### src/pepw_pkg.sv
package pepw_pkg;
  // ----------------------------------------
  // Memory geometry
  // ----------------------------------------
  localparam int ADDR_W = 13;
  localparam int DATA_W = 8;
  localparam int PAGE_LSB = 6;
  localparam int PAGE_BYTES = 64;
  localparam int COMP_BIT = 7;
  localparam int TOGG_BIT = 6;
  // ----------------------------------------
  // Timing
  // ----------------------------------------
  localparam int CLK_PERIOD_PS = 8000;
  localparam int LOAD_WINDOW_US = 100;
  localparam int LOAD_WINDOW_CYC = (LOAD_WINDOW_US * 1000000) / CLK_PERIOD_PS;
  localparam int GUARD_CYC = LOAD_WINDOW_CYC - 125;
  localparam int PHASE_CYC = 4;
  localparam logic [1:0] OP_READ = 2'h0;
  localparam logic [1:0] OP_WRITE = 2'h1;
  localparam logic [1:0] OP_POLL = 2'h2;

  typedef struct packed {
    logic [1:0] op;
    logic last;
    logic [ADDR_W-1:0] addr;
    logic [DATA_W-1:0] data;
  } pepw_req_t;

  typedef struct packed {
    logic ceN;
    logic oeN;
    logic weN;
  } pepw_strobe_t;

  typedef enum logic [2:0] {
    S_IDLE, S_SETUP, S_STROBE, S_HOLD, S_GAP, S_WAIT
  } pepw_state_t;
endpackage

### src/pepw_host.sv
`timescale 1ns/100ps
module pepw_host
  import pepw_pkg::*;
#(
  parameter int LOAD_GUARD = GUARD_CYC
)(
  input wire logic clk,
  input wire logic sys_rst,
  input wire pepw_req_t req,
  input wire logic reqValid,
  output logic reqReady,
  output logic [DATA_W-1:0] rspData,
  output logic rspValid,
  output logic busy,
  output logic pageError,
  output logic [ADDR_W-1:0] memAddr,
  output pepw_strobe_t strobe,
  output logic [DATA_W-1:0] dataOut,
  output logic dataOe,
  input wire logic [DATA_W-1:0] dataIn
);
  // ----------------------------------------
  // Helpers
  // ----------------------------------------
  function automatic logic [ADDR_W-PAGE_LSB-1:0] pageOf(input logic [ADDR_W-1:0] a);
    return a[ADDR_W-1:PAGE_LSB];
  endfunction

  pepw_state_t state;
  pepw_req_t cur;
  logic [2:0] phase;
  logic [31:0] gapCnt;
  logic inPage;
  logic [6:0] loadCount;
  logic [ADDR_W-PAGE_LSB-1:0] pageAddr;
  logic [DATA_W-1:0] lastData;
  logic polling;
  logic havePrev;
  logic prevToggle;
  logic isWrite;
  logic samePage;
  logic pageFull;
  logic [31:0] settleCnt;
  // Wait from page close until the device has surely started programming
  localparam int SETTLE_CYC = LOAD_GUARD + LOAD_WINDOW_CYC - GUARD_CYC;

  assign isWrite = (req.op == OP_WRITE);
  assign samePage = pageOf(req.addr) == pageAddr;
  assign pageFull = loadCount == 7'(PAGE_BYTES);

  // ----------------------------------------
  // Sequencer
  // ----------------------------------------
  always_ff @(posedge clk or posedge sys_rst)
  begin
    if (sys_rst)
    begin
      state <= S_IDLE;
      cur <= '0;
      phase <= 3'h0;
      gapCnt <= 32'h0;
      reqReady <= 1'b0;
    end
    else
    begin
      unique case (state)
        S_IDLE:
        begin
          // A request seen with ready high is always answered first
          if (reqValid && reqReady)
          begin
            // a foreign page or full page is refused
            if (isWrite && inPage && (!samePage || pageFull))
              state <= S_IDLE;
            else
            begin
              cur <= req;
              phase <= 3'h0;
              reqReady <= 1'b0;
              state <= S_SETUP;
            end
          end
          else if (inPage && gapCnt >= 32'(LOAD_GUARD))
          begin
            state <= S_WAIT;
            reqReady <= 1'b0;
          end
          else
            reqReady <= 1'b1;
          if (inPage)
            gapCnt <= gapCnt + 32'h1;
        end
        S_SETUP:
        begin
          if (inPage)
            gapCnt <= gapCnt + 32'h1;
          phase <= phase + 3'h1;
          if (phase == 3'(PHASE_CYC - 1))
          begin
            phase <= 3'h0;
            state <= S_STROBE;
            if (cur.op == OP_WRITE)
              gapCnt <= 32'h0;
          end
        end
        S_STROBE:
        begin
          if (inPage || cur.op == OP_WRITE)
            gapCnt <= gapCnt + 32'h1;
          phase <= phase + 3'h1;
          if (phase == 3'(PHASE_CYC - 1))
          begin
            phase <= 3'h0;
            state <= S_HOLD;
          end
        end
        S_HOLD:
        begin
          if (inPage)
            gapCnt <= gapCnt + 32'h1;
          state <= S_GAP;
        end
        S_GAP:
        begin
          if (inPage)
            gapCnt <= gapCnt + 32'h1;
          if ((cur.op == OP_WRITE && cur.last) || cur.op == OP_POLL)
            state <= S_WAIT;
          else
            state <= S_IDLE;
        end
        S_WAIT:
        begin
          gapCnt <= 32'h0;
          // settle, then poll until bit 6 stops toggling
          if (polling && (havePrev || settleCnt >= 32'(SETTLE_CYC)))
          begin
            cur.op <= OP_POLL;
            phase <= 3'h0;
            state <= S_SETUP;
          end
          else if (!polling && !inPage)
          begin
            state <= S_IDLE;
            reqReady <= 1'b1;
          end
        end
        default:
          state <= S_IDLE;
      endcase
    end
  end

  // ----------------------------------------
  // Settle timer before the first poll
  // ----------------------------------------
  always_ff @(posedge clk or posedge sys_rst)
  begin
    if (sys_rst)
      settleCnt <= 32'h0;
    else if (state == S_WAIT && !havePrev)
      settleCnt <= settleCnt + 32'h1;
    else
      settleCnt <= 32'h0;
  end

  // ----------------------------------------
  // Page tracking
  // ----------------------------------------
  always_ff @(posedge clk or posedge sys_rst)
  begin
    if (sys_rst)
    begin
      inPage <= 1'b0;
      loadCount <= 7'h0;
      pageAddr <= '0;
      lastData <= '0;
      polling <= 1'b0;
      pageError <= 1'b0;
    end
    else
    begin
      pageError <= state == S_IDLE && reqValid && reqReady && isWrite && inPage && (!samePage || pageFull);
      if (state == S_STROBE && phase == 3'h0 && cur.op == OP_WRITE)
      begin
        inPage <= 1'b1;
        loadCount <= loadCount + 7'h1;
        pageAddr <= pageOf(cur.addr);
        lastData <= cur.data;
      end
      if (state == S_WAIT && !polling && inPage)
      begin
        inPage <= 1'b0;
        loadCount <= 7'h0;
        polling <= 1'b1;
      end
      else if (state == S_HOLD && cur.op == OP_POLL && havePrev && dataIn[TOGG_BIT] == prevToggle)
        polling <= 1'b0;
    end
  end

  // ----------------------------------------
  // Pin drive
  // ----------------------------------------
  always_ff @(posedge clk or posedge sys_rst)
  begin
    if (sys_rst)
    begin
      strobe <= '{ceN: 1'b1, oeN: 1'b1, weN: 1'b1};
      memAddr <= '0;
      dataOut <= '0;
      dataOe <= 1'b0;
    end
    else
    begin
      strobe <= '{ceN: 1'b1, oeN: 1'b1, weN: 1'b1};
      dataOe <= 1'b0;
      // Data held one cycle past the strobe rise
      if (state == S_HOLD && cur.op == OP_WRITE)
        dataOe <= 1'b1;
      if (state == S_SETUP || state == S_STROBE)
      begin
        memAddr <= cur.op == OP_POLL ? memAddr : cur.addr;
        strobe.ceN <= 1'b0;
        if (cur.op == OP_WRITE)
        begin
          dataOut <= cur.data;
          dataOe <= 1'b1;
          strobe.weN <= state != S_STROBE;
        end
        else
          strobe.oeN <= 1'b0;
      end
    end
  end

  // ----------------------------------------
  // Read answers and status capture
  // ----------------------------------------
  always_ff @(posedge clk or posedge sys_rst)
  begin
    if (sys_rst)
    begin
      rspData <= '0;
      rspValid <= 1'b0;
      havePrev <= 1'b0;
      prevToggle <= 1'b0;
      busy <= 1'b0;
    end
    else
    begin
      rspValid <= 1'b0;
      busy <= state != S_IDLE || inPage;
      // Sampled while the read strobes still stand
      if (state == S_HOLD && cur.op == OP_READ)
      begin
        rspData <= dataIn;
        rspValid <= 1'b1;
      end
      if (state == S_HOLD && cur.op == OP_POLL)
      begin
        havePrev <= 1'b1;
        prevToggle <= dataIn[TOGG_BIT];
      end
      else if (state == S_IDLE)
        havePrev <= 1'b0;
    end
  end

  // ----------------------------------------
  // Checks
  // ----------------------------------------
  property p_noDualStrobe;
    @(posedge clk) disable iff (sys_rst) !(strobe.weN == 1'b0 && strobe.oeN == 1'b0);
  endproperty
  a_noDualStrobe: assert property (p_noDualStrobe) else $error("write and read strobes together");

  property p_selectOnWrite;
    @(posedge clk) disable iff (sys_rst) !strobe.weN |-> !strobe.ceN && dataOe;
  endproperty
  a_selectOnWrite: assert property (p_selectOnWrite) else $error("write strobe without select");

  property p_selectOnRead;
    @(posedge clk) disable iff (sys_rst) !strobe.oeN |-> !strobe.ceN && !dataOe;
  endproperty
  a_selectOnRead: assert property (p_selectOnRead) else $error("read gate without select");

  property p_pageLimit;
    @(posedge clk) disable iff (sys_rst) loadCount <= 7'(PAGE_BYTES);
  endproperty
  a_pageLimit: assert property (p_pageLimit) else $error("page load over 64 bytes");

  property p_pageSame;
    @(posedge clk) disable iff (sys_rst)
      $fell(strobe.weN) && inPage |-> pageOf(memAddr) == pageAddr;
  endproperty
  a_pageSame: assert property (p_pageSame) else $error("page address changed in load");

  property p_loadWindow;
    @(posedge clk) disable iff (sys_rst) gapCnt < 32'(LOAD_WINDOW_CYC);
  endproperty
  a_loadWindow: assert property (p_loadWindow) else $error("byte load window exceeded");

  property p_weStable;
    @(posedge clk) disable iff (sys_rst) $fell(strobe.weN) |-> !strobe.weN [*3];
  endproperty
  a_weStable: assert property (p_weStable) else $error("write strobe pulse too short");

  property p_dataHold;
    @(posedge clk) disable iff (sys_rst) $rose(strobe.weN) |-> dataOe;
  endproperty
  a_dataHold: assert property (p_dataHold) else $error("write data released with strobe");

  property p_noWriteWhilePolling;
    @(posedge clk) disable iff (sys_rst) polling |-> strobe.weN;
  endproperty
  a_noWriteWhilePolling: assert property (p_noWriteWhilePolling) else $error("write during programming");
endmodule

### config.mk
export PLATFORM = sky130hd
export DESIGN_NAME = pepw_host
export DESIGN_NICKNAME = d
export VERILOG_FILES = /design/src/pepw_pkg.sv /design/src/pepw_host.sv
export SDC_FILE = /design/constraint.sdc
export NUM_CORES = 1
export LEC_CHECK = 0
export BUFFER_PORTS_ARGS = -buffer_cell sky130_fd_sc_hd__buf_2
export CORE_ASPECT_RATIO = 2
export CORE_MARGIN = 4
export CORE_UTILIZATION = 50
export CTS_BUF_LIST = sky130_fd_sc_hd__clkbuf_4 sky130_fd_sc_hd__clkbuf_8 sky130_fd_sc_hd__clkbuf_16
export CTS_CLUSTER_DIAMETER = 120
export DETAILED_ROUTE_END_ITERATION = 8
export GPL_TIMING_DRIVEN = 0
export PLACE_DENSITY_LB_ADDON = 0.15
export SYNTH_ARGS = -nofsm -noshare
export SYNTH_HDL_FRONTEND = slang
export SYNTH_SLANG_ARGS = --single-unit
### constraint.sdc
create_clock -name clk -period 5.5 [get_ports clk]
set_input_delay 0.55 -clock clk [delete_from_list [all_inputs] [get_ports clk]]
set_output_delay 0.55 -clock clk [all_outputs]
set_load 0.005 [all_outputs]
Word level (Yosys, flattened, before mapping)
Cells that the tools add are included.
{"block": "classes", "n_addsub": 4, "n_lt_le_gt_ge": 2, "eq_ne": 24, "n_mux": 45, "bitwise_logic": 2, "n_reduce_logical": 52}
{"cell": "$mux 32", "n": 5}
{"cell": "$pmux 32 s4", "n": 1}
{"cell": "$add 32x1->32 const B", "n": 2}
{"cell": "$ge 32x14->1 const B", "n": 2}
{"cell": "$mux 24", "n": 2}
{"cell": "$mux 3", "n": 12}
{"cell": "$logic_and 1x1->1", "n": 22}
{"cell": "$mux 1", "n": 18}
{"cell": "$pmux 3 s6", "n": 1}
{"cell": "$ne 2x2->1 const B", "n": 8}
{"cell": "$reduce_and 4->1", "n": 4}
{"cell": "$mux 7", "n": 2}
{"cell": "$eq 3x2->1 const B", "n": 3}
{"cell": "$ne 3x3->1 const B", "n": 3}
{"cell": "$pmux 3 s3", "n": 1}
{"cell": "$reduce_bool 2->1", "n": 4}
{"cell": "$add 7x1->7 const B", "n": 1}
{"cell": "$eq 7x7->1", "n": 1}
{"cell": "$eq 7x7->1 const B", "n": 1}
{"cell": "$eq 3x3->1 const B", "n": 2}
{"cell": "$logic_not 3->1", "n": 2}
{"cell": "$logic_or 1x1->1", "n": 6}
{"cell": "$reduce_and 2->1", "n": 3}
{"cell": "$reduce_bool 3->1", "n": 2}
{"cell": "16 further kinds", "n": 21}
{"block": "totals", "reg_bits": 149, "input_bits": 35, "out_inout_bits": 37}

Depth between registers and ports, before layout
{"block": "logic_depth", "depth_word": 7, "ltp_mapped": 9, "ltp_nobuf": 8}

Least setup slack after synthesis
Ideal clock, no wire load.
{"block": "synth_timing", "path_type": "in2reg", "from": "input port req[15] in the netlist's numbering", "to": "register cur[10] in the netlist's numbering", "setup_ns": 0.128, "t_arrival_ns": 1.991, "required_ns": 5.372, "setup_slack_ns": 3.381, "stages": 7, "path_buffers": 2, "path_cell_list": "xnor2_1 -> nand3_1 -> o31ai_2 -> and2_1 -> clkbuf_1 -> buf_2 -> mux2_1"}
{"block": "synth_between", "elab_chain_len": 6}
{"element": "start, declared", "line": "pepw_host.sv:9", "text": "input wire pepw_req_t req,"}
{"element": "$eq 7x7->1", "line": "pepw_host.sv:48", "text": "assign samePage = pageOf(req.addr) == pageAddr;"}
{"element": "$logic_not 1->1", "line": "pepw_host.sv:73", "text": "if (isWrite && inPage && (!samePage || pageFull))"}
{"element": "$logic_or 1x1->1", "line": "pepw_host.sv:73"}
{"element": "$logic_and 1x1->1", "line": "pepw_host.sv:73"}
{"element": "$not 1->1 (no line)"}
{"element": "$reduce_and 3->1 (no line)"}
{"element": "end signal, assigned", "line": "pepw_host.sv:77", "text": "cur <= req;"}
{"element": "end, declared", "line": "pepw_host.sv:30", "text": "pepw_req_t cur;"}
No other way between the ends.
A chain may end at the register's enable or synchronous reset.

Final worst setup path
{"block": "layout_timing", "from": "register phase[0]", "to": "register gapCnt[13]"}
{"block": "layout_between", "elab_chain_len": 3}
{"element": "start, declared", "line": "pepw_host.sv:31", "text": "logic [2:0] phase;"}
{"element": "start signal, assigned", "line": "pepw_host.sv:97", "text": "phase <= phase + 3'h1;"}
{"element": "start signal, assigned", "line": "pepw_host.sv:110", "text": "phase <= phase + 3'h1;"}
{"element": "$eq 3x2->1", "line": "pepw_host.sv:98", "text": "if (phase == 3'(PHASE_CYC - 1))"}
{"element": "$mux 32", "line": "pepw_host.sv:98"}
{"element": "$pmux 32 s4", "line": "pepw_host.sv:66", "text": "unique case (state)"}
{"element": "end signal, assigned", "line": "pepw_host.sv:91", "text": "gapCnt <= gapCnt + 32'h1;"}
{"element": "end signal, assigned", "line": "pepw_host.sv:96", "text": "gapCnt <= gapCnt + 32'h1;"}
{"element": "end signal, assigned", "line": "pepw_host.sv:109", "text": "gapCnt <= gapCnt + 32'h1;"}
{"element": "end, declared", "line": "pepw_host.sv:32", "text": "logic [31:0] gapCnt;"}
No other way between the ends.

==> results.sh <==
export IMPL_start_kind="flip-flop"
export IMPL_multi_input_area_sq_mm=0.00346
export IMPL_n_fill_cell=1270
export IMPL_r2r_slack_ns=2.77
export IMPL_gp_congestion=0.908
export IMPL_cts_buffer_depth=2
export IMPL_syn_area_per_cell_sq_um=9.98
export IMPL_viasPerCell=5.88
export IMPL_row_count=62
export IMPL_die_h_um=180
export IMPL_synth_distinct_cells=69
export IMPL_p_switching_w=0.00141
export IMPL_place_port_buffers=71
export IMPL_coreArea_sq_mm=0.0144
export IMPL_synth_edff_count=0
export IMPL_outcome="complete, no violations"
export IMPL_cts_buffers=17
export IMPL_wl_per_cell_um=18.1
export IMPL_seq_area_sq_mm=0.00373
export IMPL_slew_viol_final=0
export IMPL_power_density_mw_per_mm2=472
export IMPL_antennaDiodeCount=0
export IMPL_max_freq_mhz=366
export IMPL_clock_latency_ns=0.42
export IMPL_io_pins=72
export IMPL_first_pass_iters=5
export IMPL_ys_ff_latch=149
export IMPL_post_cts_buffers=0
export IMPL_cts_resized=0
export IMPL_yosysWarnings=0
export IMPL_rsz0062_at_grt="false"
export IMPL_hold_slack_ns=0.187
export IMPL_period_share_pct=49.6
export IMPL_final_layout_size_suffix_gt1_share_pct=16.8
export IMPL_worst_path_max_fanout=10
export IMPL_grt_pass1_wl_um=31000
export IMPL_vdd_drop_max_v=0.000336
export IMPL_die_x_um=94.0
export IMPL_layout_common_cells="146 x dfrtp_1, 82 x nand2_1, 81 x buf_2, 75 x nor2_1, 44 x mux2_1"
export IMPL_vias=6070
export IMPL_die_area_sq_mm=0.0169
export IMPL_synth_seq_area_share_pct=50.5
export IMPL_syn_to_final_growth_pct=16.6
export IMPL_clk_pin_slew_ns=0.06
export IMPL_critPathKind="reg -> reg"
export IMPL_setup_viol=0
export IMPL_rr_worst_depth=8
export IMPL_fin_crit_ns=2.73
export IMPL_antenna_found_initial=0
export IMPL_drtAntennaViolNets=0
export IMPL_final_nets=873
export IMPL_syn_area_sq_mm=0.00739
export IMPL_r2r_start="phase[0]$_DFFE_PP0P_"
export IMPL_synth_main_ff_cell="dfrtp_1"
export IMPL_max_slew_margin_pct=28.4
export IMPL_cts_sinks=149
export IMPL_floorplan_initialDensity_pct=51.2
export IMPL_worstPathRequired_ns=5.77
export IMPL_hold_viol_final=0
export IMPL_skew_ns=0.00878
export IMPL_comb_power_share_pct=33.0
export IMPL_async_flop_share_pct=100
export IMPL_htreeDepth=4
export IMPL_pwr_share_seq_pct=37.9
export IMPL_tns_ns=0
export IMPL_grt_pass1_vias=6441
export IMPL_intPower_w=0.00266
export IMPL_postLayoutCoreUtil_pct=59.7
export IMPL_worst_ep_arrival_time_ns=3.00
export IMPL_place_hpwl_um=13800
export IMPL_p_leak_nw=3.79
export IMPL_syn_nets=782
export IMPL_grt_max_degree=93
export IMPL_clkPwrFrac_pct=29.1
export IMPL_cts_tree="yes"
export IMPL_overflow=0
export IMPL_cts_root_buf="clkbuf_16"
export IMPL_power_share_switching_pct=34.7
export IMPL_drtIter0Drc=325
export IMPL_drt_wl_total_um=18700
export IMPL_layout_commonest_cell="dfrtp_1"
export IMPL_reg2reg_to="gapCnt[13]$_DFFE_PP0P_"
export IMPL_cp_end_kind="flip-flop"
export IMPL_cts_hold_buf=0
export IMPL_grt_use_total_pct=23.3
export IMPL_hp_class="in -> async"
export IMPL_netlist_instances=740
export IMPL_post_route_drc_count=0
export IMPL_drv_cap=0
export IMPL_tightest_slew_ns=1.07
[cells by family (layout without fill, tap and decap cells)]
group                      Yosys count  in the layout  synth area share [%]
adders and majority gates            8              8                  1.32
muxes                               58             58                  8.76
AOI/OAI and AO/OA                  140            140                  12.0
buffers and inverters               47            148                  2.66
and+or+nand+nor                    299            299                  20.1
xor gates and xnor gates            39             39                  4.62
DFF                                149            149                  50.5
[cells in the mapped netlist, types with 6 or more instances]
| library cell | instances | share of area [%] |
|---|---|---|
| o21ai_0 | 12 | 0.81 |
| a21oi_1 | 42 | 2.8 |
| a21o_1 | 7 | 0.71 |
| nand2b_1 | 7 | 0.59 |
| mux2_2 | 9 | 1.4 |
| nor2_1 | 75 | 3.8 |
| mux2_1 | 44 | 6.7 |
| xnor2_1 | 20 | 2.4 |
| nand2_1 | 82 | 4.2 |
| buf_2 | 10 | 0.68 |
| nand4_1 | 10 | 0.85 |
| clkbuf_1 | 12 | 0.61 |
| or3_1 | 9 | 0.76 |
| and3_1 | 11 | 0.93 |
| a41oi_1 | 6 | 0.71 |
| inv_1 | 16 | 0.81 |
| dfrtp_1 | 146 | 49 |
| ha_1 | 7 | 1.2 |
| a31oi_1 | 9 | 0.76 |
| nand3_1 | 32 | 2.2 |
| o31ai_1 | 7 | 0.71 |
| o21ai_1 | 25 | 1.7 |
| xor2_1 | 19 | 2.3 |
| or4_1 | 8 | 0.81 |
| nor4_1 | 13 | 1.1 |
| nor3_1 | 18 | 1.2 |
[final cells by class]
type,instances,area share (%)
Buffer,28,1.45
Timing Repair Buffer,72,4.44
Inverter,19,0.886
Clock buffer,21,5.50
Tap cell,192,2.79
Sequential cell,149,43.3
Clock inverter,8,1.47
Multi-Input combinational cell,544,40.1
[critical path, stage by stage, from the launching register on]
cell	delay [ns]
dfrtp_1	0.39
ha_1	0.20
and4bb_2	0.32
a21oi_1	0.09
o21ai_1	0.53
nand2_1	0.41
clkbuf_1	0.34
o21ai_1	0.21
o41ai_1	0.09
[power by group through the flow]
stage | registers [W] | clock network [W] | logic, W
finish | 0.00154 | 0.00119 | 0.00134
global route | 0.00158 | 0.00126 | 0.00146
CTS | 0.00154 | 0.00121 | 0.00134
detailed placement | 0.00156 | 0 | 0.00134
global placement | 0.00154 | 0 | 0.00130
floorplan | 0.00154 | 0 | 0.000862
[registers in the layout (all words and copies together), names as in the netlist, 3 cells and up]
signal,cells
rspData,8
dataOut,8
phase,3
loadCount,7
cur,24
settleCnt,32
gapCnt,32
state,3
memAddr,13
strobe,3
pageAddr,7
[routing by layer]
layer	up-vias	track usage [%]	part of all wire (%)	wire length, um
li1	2833	-	-	-
met1	2991	23.5	36	6650
met2	166	42.1	55	10300
met3	80	5.23	3.6	671
met4	0	13.7	5.8	1080
met5	-	0	0	0
[worst max path at each step]
| stage | start | to | slack, ns | depth (start not counted) |
|---|---|---|---|---|
| finish | phase[0]$_DFFE_PP0P_ | gapCnt[13]$_DFFE_PP0P_ | 2.77 | 8 |
| floorplan | sys_rst | busy$_DFF_PP0_ | 0.95 | 1 |
| global route | phase[0]$_DFFE_PP0P_ | gapCnt[13]$_DFFE_PP0P_ | 2.60 | 8 |
| CTS | phase[0]$_DFFE_PP0P_ | gapCnt[13]$_DFFE_PP0P_ | 2.83 | 8 |
| global placement | sys_rst | cur[11]$_DFFE_PP0P_ | -0.59 | 2 |
| detailed placement | req[20] | cur[7]$_DFFE_PP0P_ | 2.80 | 8 |
[stage by stage]
stage	setup WS (ns)	total power, W	cells	instance area, sq um
after global placement	-0.589	0.00284	1003	7980
final	2.77	0.00407	1033	8620
after floorplan	0.947	0.00240	740	7390
after detailed placement	2.80	0.00290	1004	8020
after global routing	2.60	0.00431	1033	8620
after CTS	2.83	0.00410	1033	8620
(Power assumes the default switching activity.)
